File: config.mk
export PLATFORM = sky130hd
export DESIGN_NAME = cec_ctrl
export DESIGN_NICKNAME = d
export VERILOG_FILES = /design/src/cec_pkg.sv /design/src/cec_ctrl.sv
export SDC_FILE = /design/constraint.sdc
export NUM_CORES = 1
export LEC_CHECK = 0
export ABC_AREA = 1
export BUFFER_PORTS_ARGS = -buffer_cell sky130_fd_sc_hd__buf_4
export CAP_MARGIN = 15
export CORE_MARGIN = 1.5
export CORE_UTILIZATION = 47
export CTS_BUF_LIST = sky130_fd_sc_hd__clkbuf_4
export CTS_CLUSTER_DIAMETER = 100
export DETAILED_ROUTE_END_ITERATION = 7
export PLACE_DENSITY = 0.88
export SLEW_MARGIN = 20
export SYNTH_ARGS = -nofsm -noshare
export SYNTH_HDL_FRONTEND = slang
export SYNTH_SLANG_ARGS = --single-unit
File: constraint.sdc
create_clock -name pclk -period 3.4 [get_ports pclk]
set_input_delay 0.68 -clock pclk [delete_from_list [all_inputs] [get_ports pclk]]
set_output_delay 0.68 -clock pclk [all_outputs]
set_load 0.05 [all_outputs]
File: src/cec_pkg.sv
// constants and types shared by the can control and error status block
`default_nettype none
package cec_pkg;

	// ----------------------------------------------------------------
	// register indices (byte address is four times the index)
	// ----------------------------------------------------------------
	localparam logic [15:0] IDX_CONTROL = 16'hff90;
	localparam logic [15:0] IDX_LAST_ERR = 16'hff92;
	localparam logic [15:0] IDX_ERR_STATE = 16'hff93;
	localparam logic [15:0] IDX_IRQ_STATUS = 16'hffa0;
	localparam logic [15:0] IDX_IRQ_MASK = 16'hffa1;
	localparam int ADDR_W = 18;

	// ----------------------------------------------------------------
	// control flag positions (set byte is +8 above the clear byte)
	// ----------------------------------------------------------------
	localparam int BIT_OPMODE_LO = 0;
	localparam int BIT_PSMODE_LO = 3;
	localparam int BIT_VALID = 5;
	localparam int BIT_ARB_RETRY = 6;
	localparam int BIT_CNT_CLR = 7;
	localparam int BIT_TX_BUSY = 8;
	localparam int BIT_RX_BUSY = 9;
	localparam int SET_OFFSET = 8;

	// ----------------------------------------------------------------
	// status register fields and interrupt event bits
	// ----------------------------------------------------------------
	localparam int BIT_RX_LEVEL_LO = 0;
	localparam int BIT_TX_LEVEL_LO = 2;
	localparam int BIT_BUS_OFF = 4;
	localparam int EV_PROTO_ERR = 0;
	localparam int EV_VALID_FRAME = 1;
	localparam int EV_BUS_OFF = 2;
	localparam int EV_W = 3;

	// ----------------------------------------------------------------
	// reset values
	// ----------------------------------------------------------------
	localparam logic [7:0] RST_CONTROL = 8'h00;
	localparam logic [7:0] RST_LAST_ERR = 8'h00;
	localparam logic [7:0] RST_ERR_STATE = 8'h00;
	localparam logic [2:0] RST_IRQ = 3'h0;

	// ----------------------------------------------------------------
	// error counter thresholds and level codes
	// ----------------------------------------------------------------
	localparam int LVL_WARN = 96;
	localparam int LVL_PASSIVE = 128;
	localparam int LVL_BUS_OFF = 256;
	localparam logic [1:0] LEVEL_OK = 2'h0;
	localparam logic [1:0] LEVEL_WARN = 2'h1;
	localparam logic [1:0] LEVEL_PASSIVE = 2'h3;

	// last protocol error codes
	localparam logic [2:0] LEC_NONE = 3'h0;
	localparam logic [2:0] LEC_STUFF = 3'h1;
	localparam logic [2:0] LEC_FORM = 3'h2;
	localparam logic [2:0] LEC_ACK = 3'h3;
	localparam logic [2:0] LEC_BIT_DOM = 3'h4;
	localparam logic [2:0] LEC_BIT_REC = 3'h5;
	localparam logic [2:0] LEC_CRC = 3'h6;

	// operation modes
	typedef enum logic [2:0] {
		CEC_OP_INIT = 3'h0,
		CEC_OP_NORMAL = 3'h1,
		CEC_OP_NORMAL_ABT = 3'h2,
		CEC_OP_RX_ONLY = 3'h3,
		CEC_OP_SINGLE_SHOT = 3'h4,
		CEC_OP_SELF_TEST = 3'h5
	} cec_opmode_e;

	// power save modes
	typedef enum logic [1:0] {
		CEC_PS_NONE = 2'h0,
		CEC_PS_SLEEP = 2'h1,
		CEC_PS_STOP = 2'h3
	} cec_psmode_e;

endpackage
`default_nettype wire

File: src/cec_ctrl.sv
// can control, last error code and error state registers behind an apb slave
`default_nettype none

// Contract
// - counter-clear request sets only when its set and clear bits are both one
// - arbitration retry: set alone sets, clear alone clears, else unchanged
// - clear bit one clears valid-frame flag; software cannot set it
// - each power-save bit has its own set/clear pair, equal values hold
// - each operation-mode bit has its own set/clear pair, equal values hold
// - 8-bit last error code register, reset zero, code in bits 2:0
// - codes: none, stuff, form, ack, crc; code seven never produced
// - bit error codes 100 recessive-sent and 101 dominant-sent
// - last error code survives a change into initialization mode
// - nonzero writes to last error code ignored; writing zero clears it
// - read-only state register: bus-off, tx level, rx level, upper bits zero
// - bus-off bit high while transmit error count is 256 or more
// - tx level 00 below 96, 01 up to 127, 11 from 128
// - rx level 00 below 96, 01 up to 127, 11 from 128
// - clear request in init mode clears counters and state, then drops itself
// - operation mode decode: init, normal, abt, rx-only, single-shot, self-test
// - power save decode: none, sleep, stop; 10 prohibited
module cec_ctrl #(
	parameter int TX_CNT_W = 9,
	parameter int RX_CNT_W = 8
) (
	input wire logic pclk,
	input wire logic presetn,
	input wire logic psel,
	input wire logic penable,
	input wire logic pwrite,
	input wire logic [cec_pkg::ADDR_W-1:0] paddr,
	input wire logic [31:0] pwdata,
	input wire logic [3:0] pstrb,
	output logic [31:0] prdata,
	output logic pready,
	output logic pslverr,
	input wire logic [TX_CNT_W-1:0] tx_err_count,
	input wire logic [RX_CNT_W-1:0] rx_err_count,
	input wire logic err_stuff,
	input wire logic err_form,
	input wire logic err_ack,
	input wire logic err_bit_dominant,
	input wire logic err_bit_recessive,
	input wire logic err_crc,
	input wire logic valid_frame_rx,
	input wire logic tx_busy,
	input wire logic rx_busy,
	output logic err_counter_clear,
	output logic [2:0] op_mode_sel,
	output logic [1:0] power_save_sel,
	output logic arb_loss_retry,
	output logic valid_frame,
	output logic mode_init,
	output logic mode_prohibited,
	output logic irq
);

	// ----------------------------------------------------------------
	// elaboration checks
	// ----------------------------------------------------------------
	// the bus-off compare needs a count that can reach 256
	if (TX_CNT_W < 9 || TX_CNT_W > 16) begin : g_bad_tx
		$error("TX_CNT_W must be 9 to 16");
	end
	if (RX_CNT_W < 8 || RX_CNT_W > 16) begin : g_bad_rx
		$error("RX_CNT_W must be 8 to 16");
	end

	// ----------------------------------------------------------------
	// bus decode
	// ----------------------------------------------------------------
	localparam logic [cec_pkg::ADDR_W-1:0] A_CONTROL = {cec_pkg::IDX_CONTROL, 2'b00};
	localparam logic [cec_pkg::ADDR_W-1:0] A_LAST_ERR = {cec_pkg::IDX_LAST_ERR, 2'b00};
	localparam logic [cec_pkg::ADDR_W-1:0] A_ERR_STATE = {cec_pkg::IDX_ERR_STATE, 2'b00};
	localparam logic [cec_pkg::ADDR_W-1:0] A_IRQ_STATUS = {cec_pkg::IDX_IRQ_STATUS, 2'b00};
	localparam logic [cec_pkg::ADDR_W-1:0] A_IRQ_MASK = {cec_pkg::IDX_IRQ_MASK, 2'b00};

	logic setup_phase;
	logic wr_access;
	logic hit_control;
	logic hit_last_err;
	logic hit_err_state;
	logic hit_irq_status;
	logic hit_irq_mask;
	logic hit_any;

	// the slave never stretches a transfer, so access is always one cycle
	assign pready = 1'b1;
	assign setup_phase = psel && !penable;
	assign wr_access = psel && penable && pwrite;
	assign hit_control = (paddr == A_CONTROL);
	assign hit_last_err = (paddr == A_LAST_ERR);
	assign hit_err_state = (paddr == A_ERR_STATE);
	assign hit_irq_status = (paddr == A_IRQ_STATUS);
	assign hit_irq_mask = (paddr == A_IRQ_MASK);
	assign hit_any = hit_control || hit_last_err || hit_err_state || hit_irq_status
		|| hit_irq_mask;

	// byte lane 1 carries the set half, lane 0 the clear half; a lane left off reads as zero
	logic [7:0] wr_set;
	logic [7:0] wr_clr;
	logic ctrl_wr;

	assign ctrl_wr = wr_access && hit_control;
	assign wr_set = (ctrl_wr && pstrb[1]) ? pwdata[15:8] : 8'h00;
	assign wr_clr = (ctrl_wr && pstrb[0]) ? pwdata[7:0] : 8'h00;

	// ----------------------------------------------------------------
	// control flags
	// ----------------------------------------------------------------
	logic cnt_clr_req;
	logic clear_fire;

	// the request acts only while initialization mode is selected
	assign mode_init = (op_mode_sel == 3'(cec_pkg::CEC_OP_INIT));
	assign clear_fire = cnt_clr_req && mode_init;

	// counter-clear request: both halves one sets it, completion drops it
	always_ff @(posedge pclk or negedge presetn) begin
		if (!presetn) begin
			cnt_clr_req <= cec_pkg::RST_CONTROL[cec_pkg::BIT_CNT_CLR];
		end else if (wr_set[cec_pkg::BIT_CNT_CLR] && wr_clr[cec_pkg::BIT_CNT_CLR]) begin
			cnt_clr_req <= 1'b1;
		end else if (clear_fire) begin
			cnt_clr_req <= 1'b0;
		end
	end

	// one-cycle clear strobe towards the error counters
	always_ff @(posedge pclk or negedge presetn) begin
		if (!presetn) begin
			err_counter_clear <= 1'b0;
		end else begin
			err_counter_clear <= clear_fire;
		end
	end

	// arbitration retry flag, only meaningful in single-shot mode
	always_ff @(posedge pclk or negedge presetn) begin
		if (!presetn) begin
			arb_loss_retry <= cec_pkg::RST_CONTROL[cec_pkg::BIT_ARB_RETRY];
		end else if (wr_set[cec_pkg::BIT_ARB_RETRY] != wr_clr[cec_pkg::BIT_ARB_RETRY]) begin
			arb_loss_retry <= wr_set[cec_pkg::BIT_ARB_RETRY];
		end
	end

	// valid frame flag: a frame arriving with the clear wins, so none is lost
	always_ff @(posedge pclk or negedge presetn) begin
		if (!presetn) begin
			valid_frame <= cec_pkg::RST_CONTROL[cec_pkg::BIT_VALID];
		end else if (valid_frame_rx) begin
			valid_frame <= 1'b1;
		end else if (wr_clr[cec_pkg::BIT_VALID]) begin
			valid_frame <= 1'b0;
		end
	end

	// power save and operation mode bits share one per-bit set/clear cell
	logic [4:0] mode_bits;

	for (genvar i = 0; i < 5; i++) begin : g_mode_bit
		always_ff @(posedge pclk or negedge presetn) begin
			if (!presetn) begin
				mode_bits[i] <= cec_pkg::RST_CONTROL[cec_pkg::BIT_OPMODE_LO + i];
			end else if (wr_set[cec_pkg::BIT_OPMODE_LO + i]
				!= wr_clr[cec_pkg::BIT_OPMODE_LO + i]) begin
				mode_bits[i] <= wr_set[cec_pkg::BIT_OPMODE_LO + i];
			end
		end
	end

	assign op_mode_sel = mode_bits[2:0];
	assign power_save_sel = mode_bits[4:3];

	// ----------------------------------------------------------------
	// mode decode
	// ----------------------------------------------------------------
	logic op_bad;
	logic ps_bad;

	// prohibited combinations are flagged so the frame engine can hold off
	always_comb begin
		case (op_mode_sel)
			3'(cec_pkg::CEC_OP_INIT),
			3'(cec_pkg::CEC_OP_NORMAL),
			3'(cec_pkg::CEC_OP_NORMAL_ABT),
			3'(cec_pkg::CEC_OP_RX_ONLY),
			3'(cec_pkg::CEC_OP_SINGLE_SHOT),
			3'(cec_pkg::CEC_OP_SELF_TEST): begin
				op_bad = 1'b0;
			end
			default: begin
				op_bad = 1'b1;
			end
		endcase
	end

	always_comb begin
		case (power_save_sel)
			2'(cec_pkg::CEC_PS_NONE),
			2'(cec_pkg::CEC_PS_SLEEP),
			2'(cec_pkg::CEC_PS_STOP): begin
				ps_bad = 1'b0;
			end
			default: begin
				ps_bad = 1'b1;
			end
		endcase
	end

	assign mode_prohibited = op_bad || ps_bad;

	// ----------------------------------------------------------------
	// last protocol error code
	// ----------------------------------------------------------------
	logic [2:0] last_err_code;
	logic [2:0] next_err_code;
	logic err_event;

	// one code per cycle; bit errors first since they mask the later checks
	always_comb begin
		next_err_code = cec_pkg::LEC_NONE;
		if (err_bit_dominant) begin
			next_err_code = cec_pkg::LEC_BIT_DOM;
		end else if (err_bit_recessive) begin
			next_err_code = cec_pkg::LEC_BIT_REC;
		end else if (err_stuff) begin
			next_err_code = cec_pkg::LEC_STUFF;
		end else if (err_form) begin
			next_err_code = cec_pkg::LEC_FORM;
		end else if (err_ack) begin
			next_err_code = cec_pkg::LEC_ACK;
		end else if (err_crc) begin
			next_err_code = cec_pkg::LEC_CRC;
		end
	end

	assign err_event = err_stuff || err_form || err_ack || err_bit_dominant
		|| err_bit_recessive || err_crc;

	// mode changes never touch the code; a new error beats a clearing write
	always_ff @(posedge pclk or negedge presetn) begin
		if (!presetn) begin
			last_err_code <= cec_pkg::RST_LAST_ERR[2:0];
		end else if (err_event) begin
			last_err_code <= next_err_code;
		end else if (wr_access && hit_last_err && pstrb[0] && pwdata[7:0] == 8'h00) begin
			last_err_code <= cec_pkg::LEC_NONE;
		end
	end

	// ----------------------------------------------------------------
	// error state register
	// ----------------------------------------------------------------
	logic [7:0] err_state;
	logic [7:0] next_err_state;
	logic [1:0] tx_level;
	logic [1:0] rx_level;
	logic bus_off_flag;

	// level codes; the undefined code 10 has no path here
	always_comb begin
		if (tx_err_count >= TX_CNT_W'(cec_pkg::LVL_PASSIVE)) begin
			tx_level = cec_pkg::LEVEL_PASSIVE;
		end else if (tx_err_count >= TX_CNT_W'(cec_pkg::LVL_WARN)) begin
			tx_level = cec_pkg::LEVEL_WARN;
		end else begin
			tx_level = cec_pkg::LEVEL_OK;
		end
		if (rx_err_count >= RX_CNT_W'(cec_pkg::LVL_PASSIVE)) begin
			rx_level = cec_pkg::LEVEL_PASSIVE;
		end else if (rx_err_count >= RX_CNT_W'(cec_pkg::LVL_WARN)) begin
			rx_level = cec_pkg::LEVEL_WARN;
		end else begin
			rx_level = cec_pkg::LEVEL_OK;
		end
	end

	assign bus_off_flag = (tx_err_count >= TX_CNT_W'(cec_pkg::LVL_BUS_OFF));

	always_comb begin
		next_err_state = 8'h00;
		next_err_state[cec_pkg::BIT_BUS_OFF] = bus_off_flag;
		next_err_state[cec_pkg::BIT_TX_LEVEL_LO +: 2] = tx_level;
		next_err_state[cec_pkg::BIT_RX_LEVEL_LO +: 2] = rx_level;
	end

	// follows the counters one cycle late; held at zero until the counters have cleared
	always_ff @(posedge pclk or negedge presetn) begin
		if (!presetn) begin
			err_state <= cec_pkg::RST_ERR_STATE;
		end else if (clear_fire || err_counter_clear) begin
			err_state <= cec_pkg::RST_ERR_STATE;
		end else begin
			err_state <= next_err_state;
		end
	end

	// ----------------------------------------------------------------
	// interrupts
	// ----------------------------------------------------------------
	logic [cec_pkg::EV_W-1:0] irq_status;
	logic [cec_pkg::EV_W-1:0] irq_mask;
	logic [cec_pkg::EV_W-1:0] events;
	logic [cec_pkg::EV_W-1:0] w1c;
	logic bus_off_seen;

	// entering bus-off is an edge of the registered state bit
	assign bus_off_seen = next_err_state[cec_pkg::BIT_BUS_OFF]
		&& !err_state[cec_pkg::BIT_BUS_OFF] && !clear_fire && !err_counter_clear;

	always_comb begin
		events = '0;
		events[cec_pkg::EV_PROTO_ERR] = err_event;
		events[cec_pkg::EV_VALID_FRAME] = valid_frame_rx;
		events[cec_pkg::EV_BUS_OFF] = bus_off_seen;
	end

	assign w1c = (wr_access && hit_irq_status && pstrb[0])
		? pwdata[cec_pkg::EV_W-1:0] : '0;

	// sticky: an event in the clearing cycle keeps its bit set
	always_ff @(posedge pclk or negedge presetn) begin
		if (!presetn) begin
			irq_status <= cec_pkg::RST_IRQ;
		end else begin
			irq_status <= (irq_status & ~w1c) | events;
		end
	end

	always_ff @(posedge pclk or negedge presetn) begin
		if (!presetn) begin
			irq_mask <= cec_pkg::RST_IRQ;
		end else if (wr_access && hit_irq_mask && pstrb[0]) begin
			irq_mask <= pwdata[cec_pkg::EV_W-1:0];
		end
	end

	assign irq = |(irq_status & irq_mask);

	// ----------------------------------------------------------------
	// read path
	// ----------------------------------------------------------------
	logic [31:0] rd_mux;

	always_comb begin
		rd_mux = 32'h0000_0000;
		if (hit_control) begin
			rd_mux[cec_pkg::BIT_OPMODE_LO +: 5] = mode_bits;
			rd_mux[cec_pkg::BIT_VALID] = valid_frame;
			rd_mux[cec_pkg::BIT_ARB_RETRY] = arb_loss_retry;
			rd_mux[cec_pkg::BIT_CNT_CLR] = cnt_clr_req;
			rd_mux[cec_pkg::BIT_TX_BUSY] = tx_busy;
			rd_mux[cec_pkg::BIT_RX_BUSY] = rx_busy;
		end else if (hit_last_err) begin
			rd_mux[2:0] = last_err_code;
		end else if (hit_err_state) begin
			rd_mux[7:0] = err_state;
		end else if (hit_irq_status) begin
			rd_mux[cec_pkg::EV_W-1:0] = irq_status;
		end else if (hit_irq_mask) begin
			rd_mux[cec_pkg::EV_W-1:0] = irq_mask;
		end
	end

	// read data and error are captured in the setup cycle and stand through access
	always_ff @(posedge pclk or negedge presetn) begin
		if (!presetn) begin
			prdata <= 32'h0000_0000;
			pslverr <= 1'b0;
		end else if (setup_phase) begin
			prdata <= pwrite ? 32'h0000_0000 : rd_mux;
			pslverr <= !hit_any;
		end
	end

	// an unmapped write is dropped; every hit_ term above is zero for it

endmodule
`default_nettype wire

## Yosys cells after proc, flatten, opt, wreduce, memory -nomap -nowiden

Cells that the tools add are included.

| operators by class | value |
|---|---|
| order comparisons | 5 |
| equality and inequality tests | 18 |
| multiplexer cells | 31 |
| bitwise gates (word level) | 4 |
| reduce and logical (&&, ||, !) cells | 43 |

Operators by type and width:

| operator | count |
|---|---|
| $eq A18 B18 Y1 const B | 5 |
| $mux W3 | 13 |
| $mux W8 | 3 |
| $logic_and A1 B1 Y1 | 18 |
| $mux W5 | 3 |
| $logic_or A1 B1 Y1 | 11 |
| $mux W10 | 1 |
| $ge A9 B7 Y1 const B | 1 |
| $ge A9 B8 Y1 const B | 1 |
| $ge A9 B9 Y1 const B | 1 |
| $ge A8 B7 Y1 const B | 1 |
| $ge A8 B8 Y1 const B | 1 |
| $logic_not A8 Y1 | 1 |
| $mux W1 | 8 |
| $and A3 B3 Y3 | 2 |
| $eq A3 B2 Y1 const B | 2 |
| $eq A3 B3 Y1 const B | 2 |
| $mux W2 | 3 |
| $ne A1 B1 Y1 | 6 |
| $reduce_bool A2 Y1 | 3 |
| $reduce_or A3 Y1 | 2 |
| $reduce_or A6 Y1 | 1 |
| $logic_not A1 Y1 | 5 |
| $eq A3 B1 Y1 const B | 1 |
| other kinds (6) | 6 |

| storage, ports and cells | value |
|---|---|
| bits in registers | 59 |
| input port bits | 85 |
| output and inout port bits | 45 |

## Logic depth before layout (Yosys ltp)

| depth | value |
|---|---|
| depth after elaboration | 8 |
| depth in mapped cells | 12 |
| gate-level depth less buffers | 11 |

## Worst setup path before layout

Ideal clock, no wire load.

| path | value |
|---|---|
| path type | register -> output |
| start | register mode_bits[4] (netlist: power_save_sel[1]) |
| end | output mode_prohibited |
| arrival | 1,851 ps |
| slack | 869 ps |
| cell stages (with the launch flop) | 3 |
| path buffers | 0 |
| cells stage by stage | dfrtp_1 -> inv_1 -> o21ai_0 |

| between the ends | value |
|---|---|
| word-level cells in the longest chain between the ends | 4 |
| elaborated cells between the ends (all ways) | 6 |
| classes of those cells | eq/ne (2); mux (1); reduce/logical (3) |

Ends and longest elaborated chain:

| what | line | RTL |
|---|---|---|
| from (decl) | cec_ctrl.sv:159 | `logic [4:0] mode_bits;` |
| from (signal, indexed assignment) | cec_ctrl.sv:164 | `mode_bits[i] <= cec_pkg::RST_CONTROL[cec_pkg::BIT_OPMODE_LO + i];` |
| from (signal, indexed assignment) | cec_ctrl.sv:167 | `mode_bits[i] <= wr_set[cec_pkg::BIT_OPMODE_LO + i];` |
| $eq A2 B1 Y1 (tied with other cells) | cec_ctrl.sv:199 | `case (power_save_sel)` |
| $reduce_or A3 Y1 * | cec_ctrl.sv:199 |  |
| $mux W1 * | cec_ctrl.sv:199 |  |
| $logic_or A1 B1 Y1 * | cec_ctrl.sv:211 | `assign mode_prohibited = op_bad \|\| ps_bad;` |
| to (decl) | cec_ctrl.sv:54 | `output logic mode_prohibited,` |

Every way passes the cells marked *; elsewhere a longest branch is shown, timed or not.

## Worst setup path in the final report

| path | value |
|---|---|
| start | register mode_bits[2] (netlist: op_mode_sel[2]) |
| end | output mode_init |

| between the ends | value |
|---|---|
| word-level cells in the longest chain between the ends | 1 |

Ends and longest elaborated chain:

| what | line | RTL |
|---|---|---|
| $logic_not A3 Y1 | cec_ctrl.sv:115 | `assign mode_init = (op_mode_sel == 3'(cec_pkg::CEC_OP_INIT));` |
| to (decl) | cec_ctrl.sv:53 | `output logic mode_init,` |

Every way passes these cells.

==> results_dict.tcl <==
set metrics [dict create \
    pin_count 130 \
    cp.required_ns 2.72 \
    cts_tree "built" \
    area_growth_pct 27.5 \
    power_frac_clock_pct 25.7 \
    critPathCaptureType "output port" \
    rows 23 \
    cts_hold_buf 0 \
    leakagePower_nw 1.46 \
    grt_max_degree 35 \
    use_met3_pct 5.56 \
    clk-insertion-delay-late_ns 0.33 \
    numCtsBuffers 5 \
    cp_max_fo 6 \
    hold_class "input pin to async pin" \
    fp.dieArea_mm2 0.00478 \
    combPwrFrac_pct 20.5 \
    netlist_instances 285 \
    post-dp-hpwl_um 3980 \
    gp_congestion 0.865 \
    avgRoutedWirePerCell_um 11.8 \
    powerDensity_mw_per_mm2 294 \
    dp.cells 407 \
    drt_wl_total_um 4880 \
    met1_usage_pct 24.1 \
    p_switching_w 0.000236 \
    clock_path_buffers 2 \
    layout-drive-gt1-share_pct 26.4 \
    finalNonFillerCells 413 \
    synth_seq_cells 34 \
    drc 0 \
    r2r-start "op_mode_sel[2]$_DFFE_PN0P_" \
    seq_area_frac_synth_pct 41.4 \
    fmax_ghz 0.496 \
    hold_viol 0 \
    grt_pass1_wl_um 8290 \
    post-route-min-period_ns 2.02 \
    grt_setup_unrepaired "false" \
    syn_area_mm2 0.00205 \
    finalSetupViolCount 0 \
    fin_area_mm2 0.00262 \
    portBuffers 77 \
    core_area_mm2 0.00409 \
    yosysWarnings 0 \
    drv_slew 0 \
    fp.dieW_um 69.1 \
    clk_pin_slew_ns 0.10 \
    ir_drop_mv 0.221 \
    critPathLaunchType "register" \
    dr_total_vias 1982 \
    status "completed" \
    rr_worst_depth 7 \
    drt_iter0_drc 143 \
    r2r_end "irq_status[2]$_DFF_PN0_" \
    grt_pass1_vias 1951 \
    antenna_found_initial 0 \
    vias_per_cell 4.80 \
    r2r_slack_ns 1.88 \
    cts_sinks 34 \
    cts_setup_buffers 0 \
    start_util_pct 50.3 \
    die_y_um 69.1 \
    seq_power_share_pct 53.7 \
    setup_tns_ns 0 \
    final_nets 449 \
    track_usage_pct 21.2 \
    first_pass_iters 5 \
    syn_avg_cell_area_um2 7.21 \
    grt_use_met2_pct 38.7 \
    critPathKind "register to output port" \
    maxCapViolations 0 \
    cts_max_level 2 \
    root_buffer "clkbuf_4" \
    antenna_left 0 \
    yosys.cell_types.count 26 \
    fillers 379 \
    cts_resized 0 \
    skew_ns 0.0107 \
    grt_busiest_layer "met2" \
    diodes 0 \
    p_int_w 0.000533 \
    period_share_pct 59.3 \
    grt_remaining_overflow 0 \
    swShare_pct 30.7 \
    dpl_cell_area_mm2 0.00258 \
    crit_arrival_ns 1.34 \
]
flip-flops by register name, indices dropped and copies added, names as in the netlist:
| signal | flops |
|---|---|
| irq_status | 3 |
| cnt_clr_req | 1 |
| prdata | 10 |
| last_err_code | 3 |
| arb_loss_retry | 1 |
| err_counter_clear | 1 |
| valid_frame | 1 |
| pslverr | 1 |
| op_mode_sel | 3 |
| irq_mask | 3 |
| err_state | 5 |
| power_save_sel | 2 |
routing by layer:
| metal | wire [µm] | share of wire, % |
|---|---|---|
| met5 | 0 | 0 |
| met4 | 98 | 2.0 |
| met2 | 2500 | 51 |
| met1 | 1960 | 40 |
| met3 | 320 | 6.6 |
layout make-up:
cell class	instances	area, µm²	share of cell area (%)
timing repair buffer	77	578	22.1
inverter	38	143	5.44
sequential	34	851	32.5
tap	50	62.6	2.39
multi-input combinational	208	945	36.1
clock inverter	1	3.75	0.143
clock buffer	5	37.5	1.43
kinds of logic after synthesis:
family                 synth area share, %
DFF                                   41.4
and+or+nand+nor                       33.0
other                                0.366
buffers and inverters                 16.4
AOI/OAI and AO/OA                     8.77
worst max-delay path by stage:
stage                                    endpoint  cells after the start  slack, ns                     startpoint
floorplan                         mode_prohibited                      2       0.87  power_save_sel[1]$_DFFE_PN0P_
global placement       op_mode_sel[1]$_DFFE_PN0P_                     11       1.20                       paddr[8]
detailed placement  power_save_sel[1]$_DFFE_PN0P_                     11       1.14                       paddr[8]
CTS                                     mode_init                      2       1.37     op_mode_sel[2]$_DFFE_PN0P_
global route                            mode_init                      2       1.31     op_mode_sel[2]$_DFFE_PN0P_
finish                                  mode_init                      2       1.38     op_mode_sel[2]$_DFFE_PN0P_
layout by cell type, fill, tap and decap left out, types with 2 or more instances in the layout:
cell,instances
buf_4,77
clkbuf_4,5
nand2_1,76
a21oi_1,4
o21ai_0,14
conb_1,23
nand3_2,2
inv_2,2
nor2_1,33
or2_2,2
o211ai_1,3
o21ai_1,8
nor2_2,3
nand3_1,26
nor3_1,3
nand4_1,2
inv_1,36
o31ai_1,2
dfrtp_1,34
nor2_4,2
stage by stage:
step                total power, W  hold WS, ns  setup WS [ns]  util (%)
CTS                       0.000775        0.282           1.37      64.1
global placement          0.000575        0.465           1.20      63.1
floorplan                 0.000529        0.384          0.869         -
global route              0.000811        0.289           1.31      64.1
finish                    0.000770        0.268           1.38      64.1
detailed placement        0.000580        0.472           1.14      63.1
critical path: stages (launching register included):
cell and delay [ns]:
dfrtp_1 0.46, nor3_1 0.29, buf_4 0.25
synthesized netlist by cell type:
cell type | count | area [µm²]
o211ai_1 | 3 | 22.5
nand2_4 | 1 | 11.3
o22ai_1 | 1 | 6.26
o31ai_1 | 2 | 15.0
nor2_1 | 33 | 124
inv_2 | 2 | 7.51
buf_4 | 24 | 180
o21ai_1 | 8 | 40.0
o21ai_0 | 14 | 70.1
inv_1 | 36 | 135
or2_2 | 2 | 12.5
nand2_1 | 76 | 285
nor3_2 | 1 | 10.0
nor3_1 | 3 | 15.0
nor2_2 | 3 | 18.8
nand3_2 | 2 | 20.0
a21oi_1 | 4 | 20.0
nand4_1 | 2 | 12.5
a31oi_1 | 1 | 6.26
buf_6 | 1 | 11.3
nor2_4 | 2 | 22.5
nor3_4 | 1 | 16.3
clkbuf_1 | 1 | 3.75
conb_1 | 2 | 7.51
dfrtp_1 | 34 | 851
nand3_1 | 26 | 130
power groups by stage:
stage | Sequential (W) | Clock (W) | Combinational, W
CTS | 0.000414 | 0.000204 | 0.000158
floorplan | 0.000425 | 0 | 0.000104
global route | 0.000414 | 0.000225 | 0.000171
detailed placement | 0.000422 | 0 | 0.000158
global placement | 0.000421 | 0 | 0.000154
finish | 0.000414 | 0.000198 | 0.000158
Note: power is estimated with default switching activity, not from simulation.
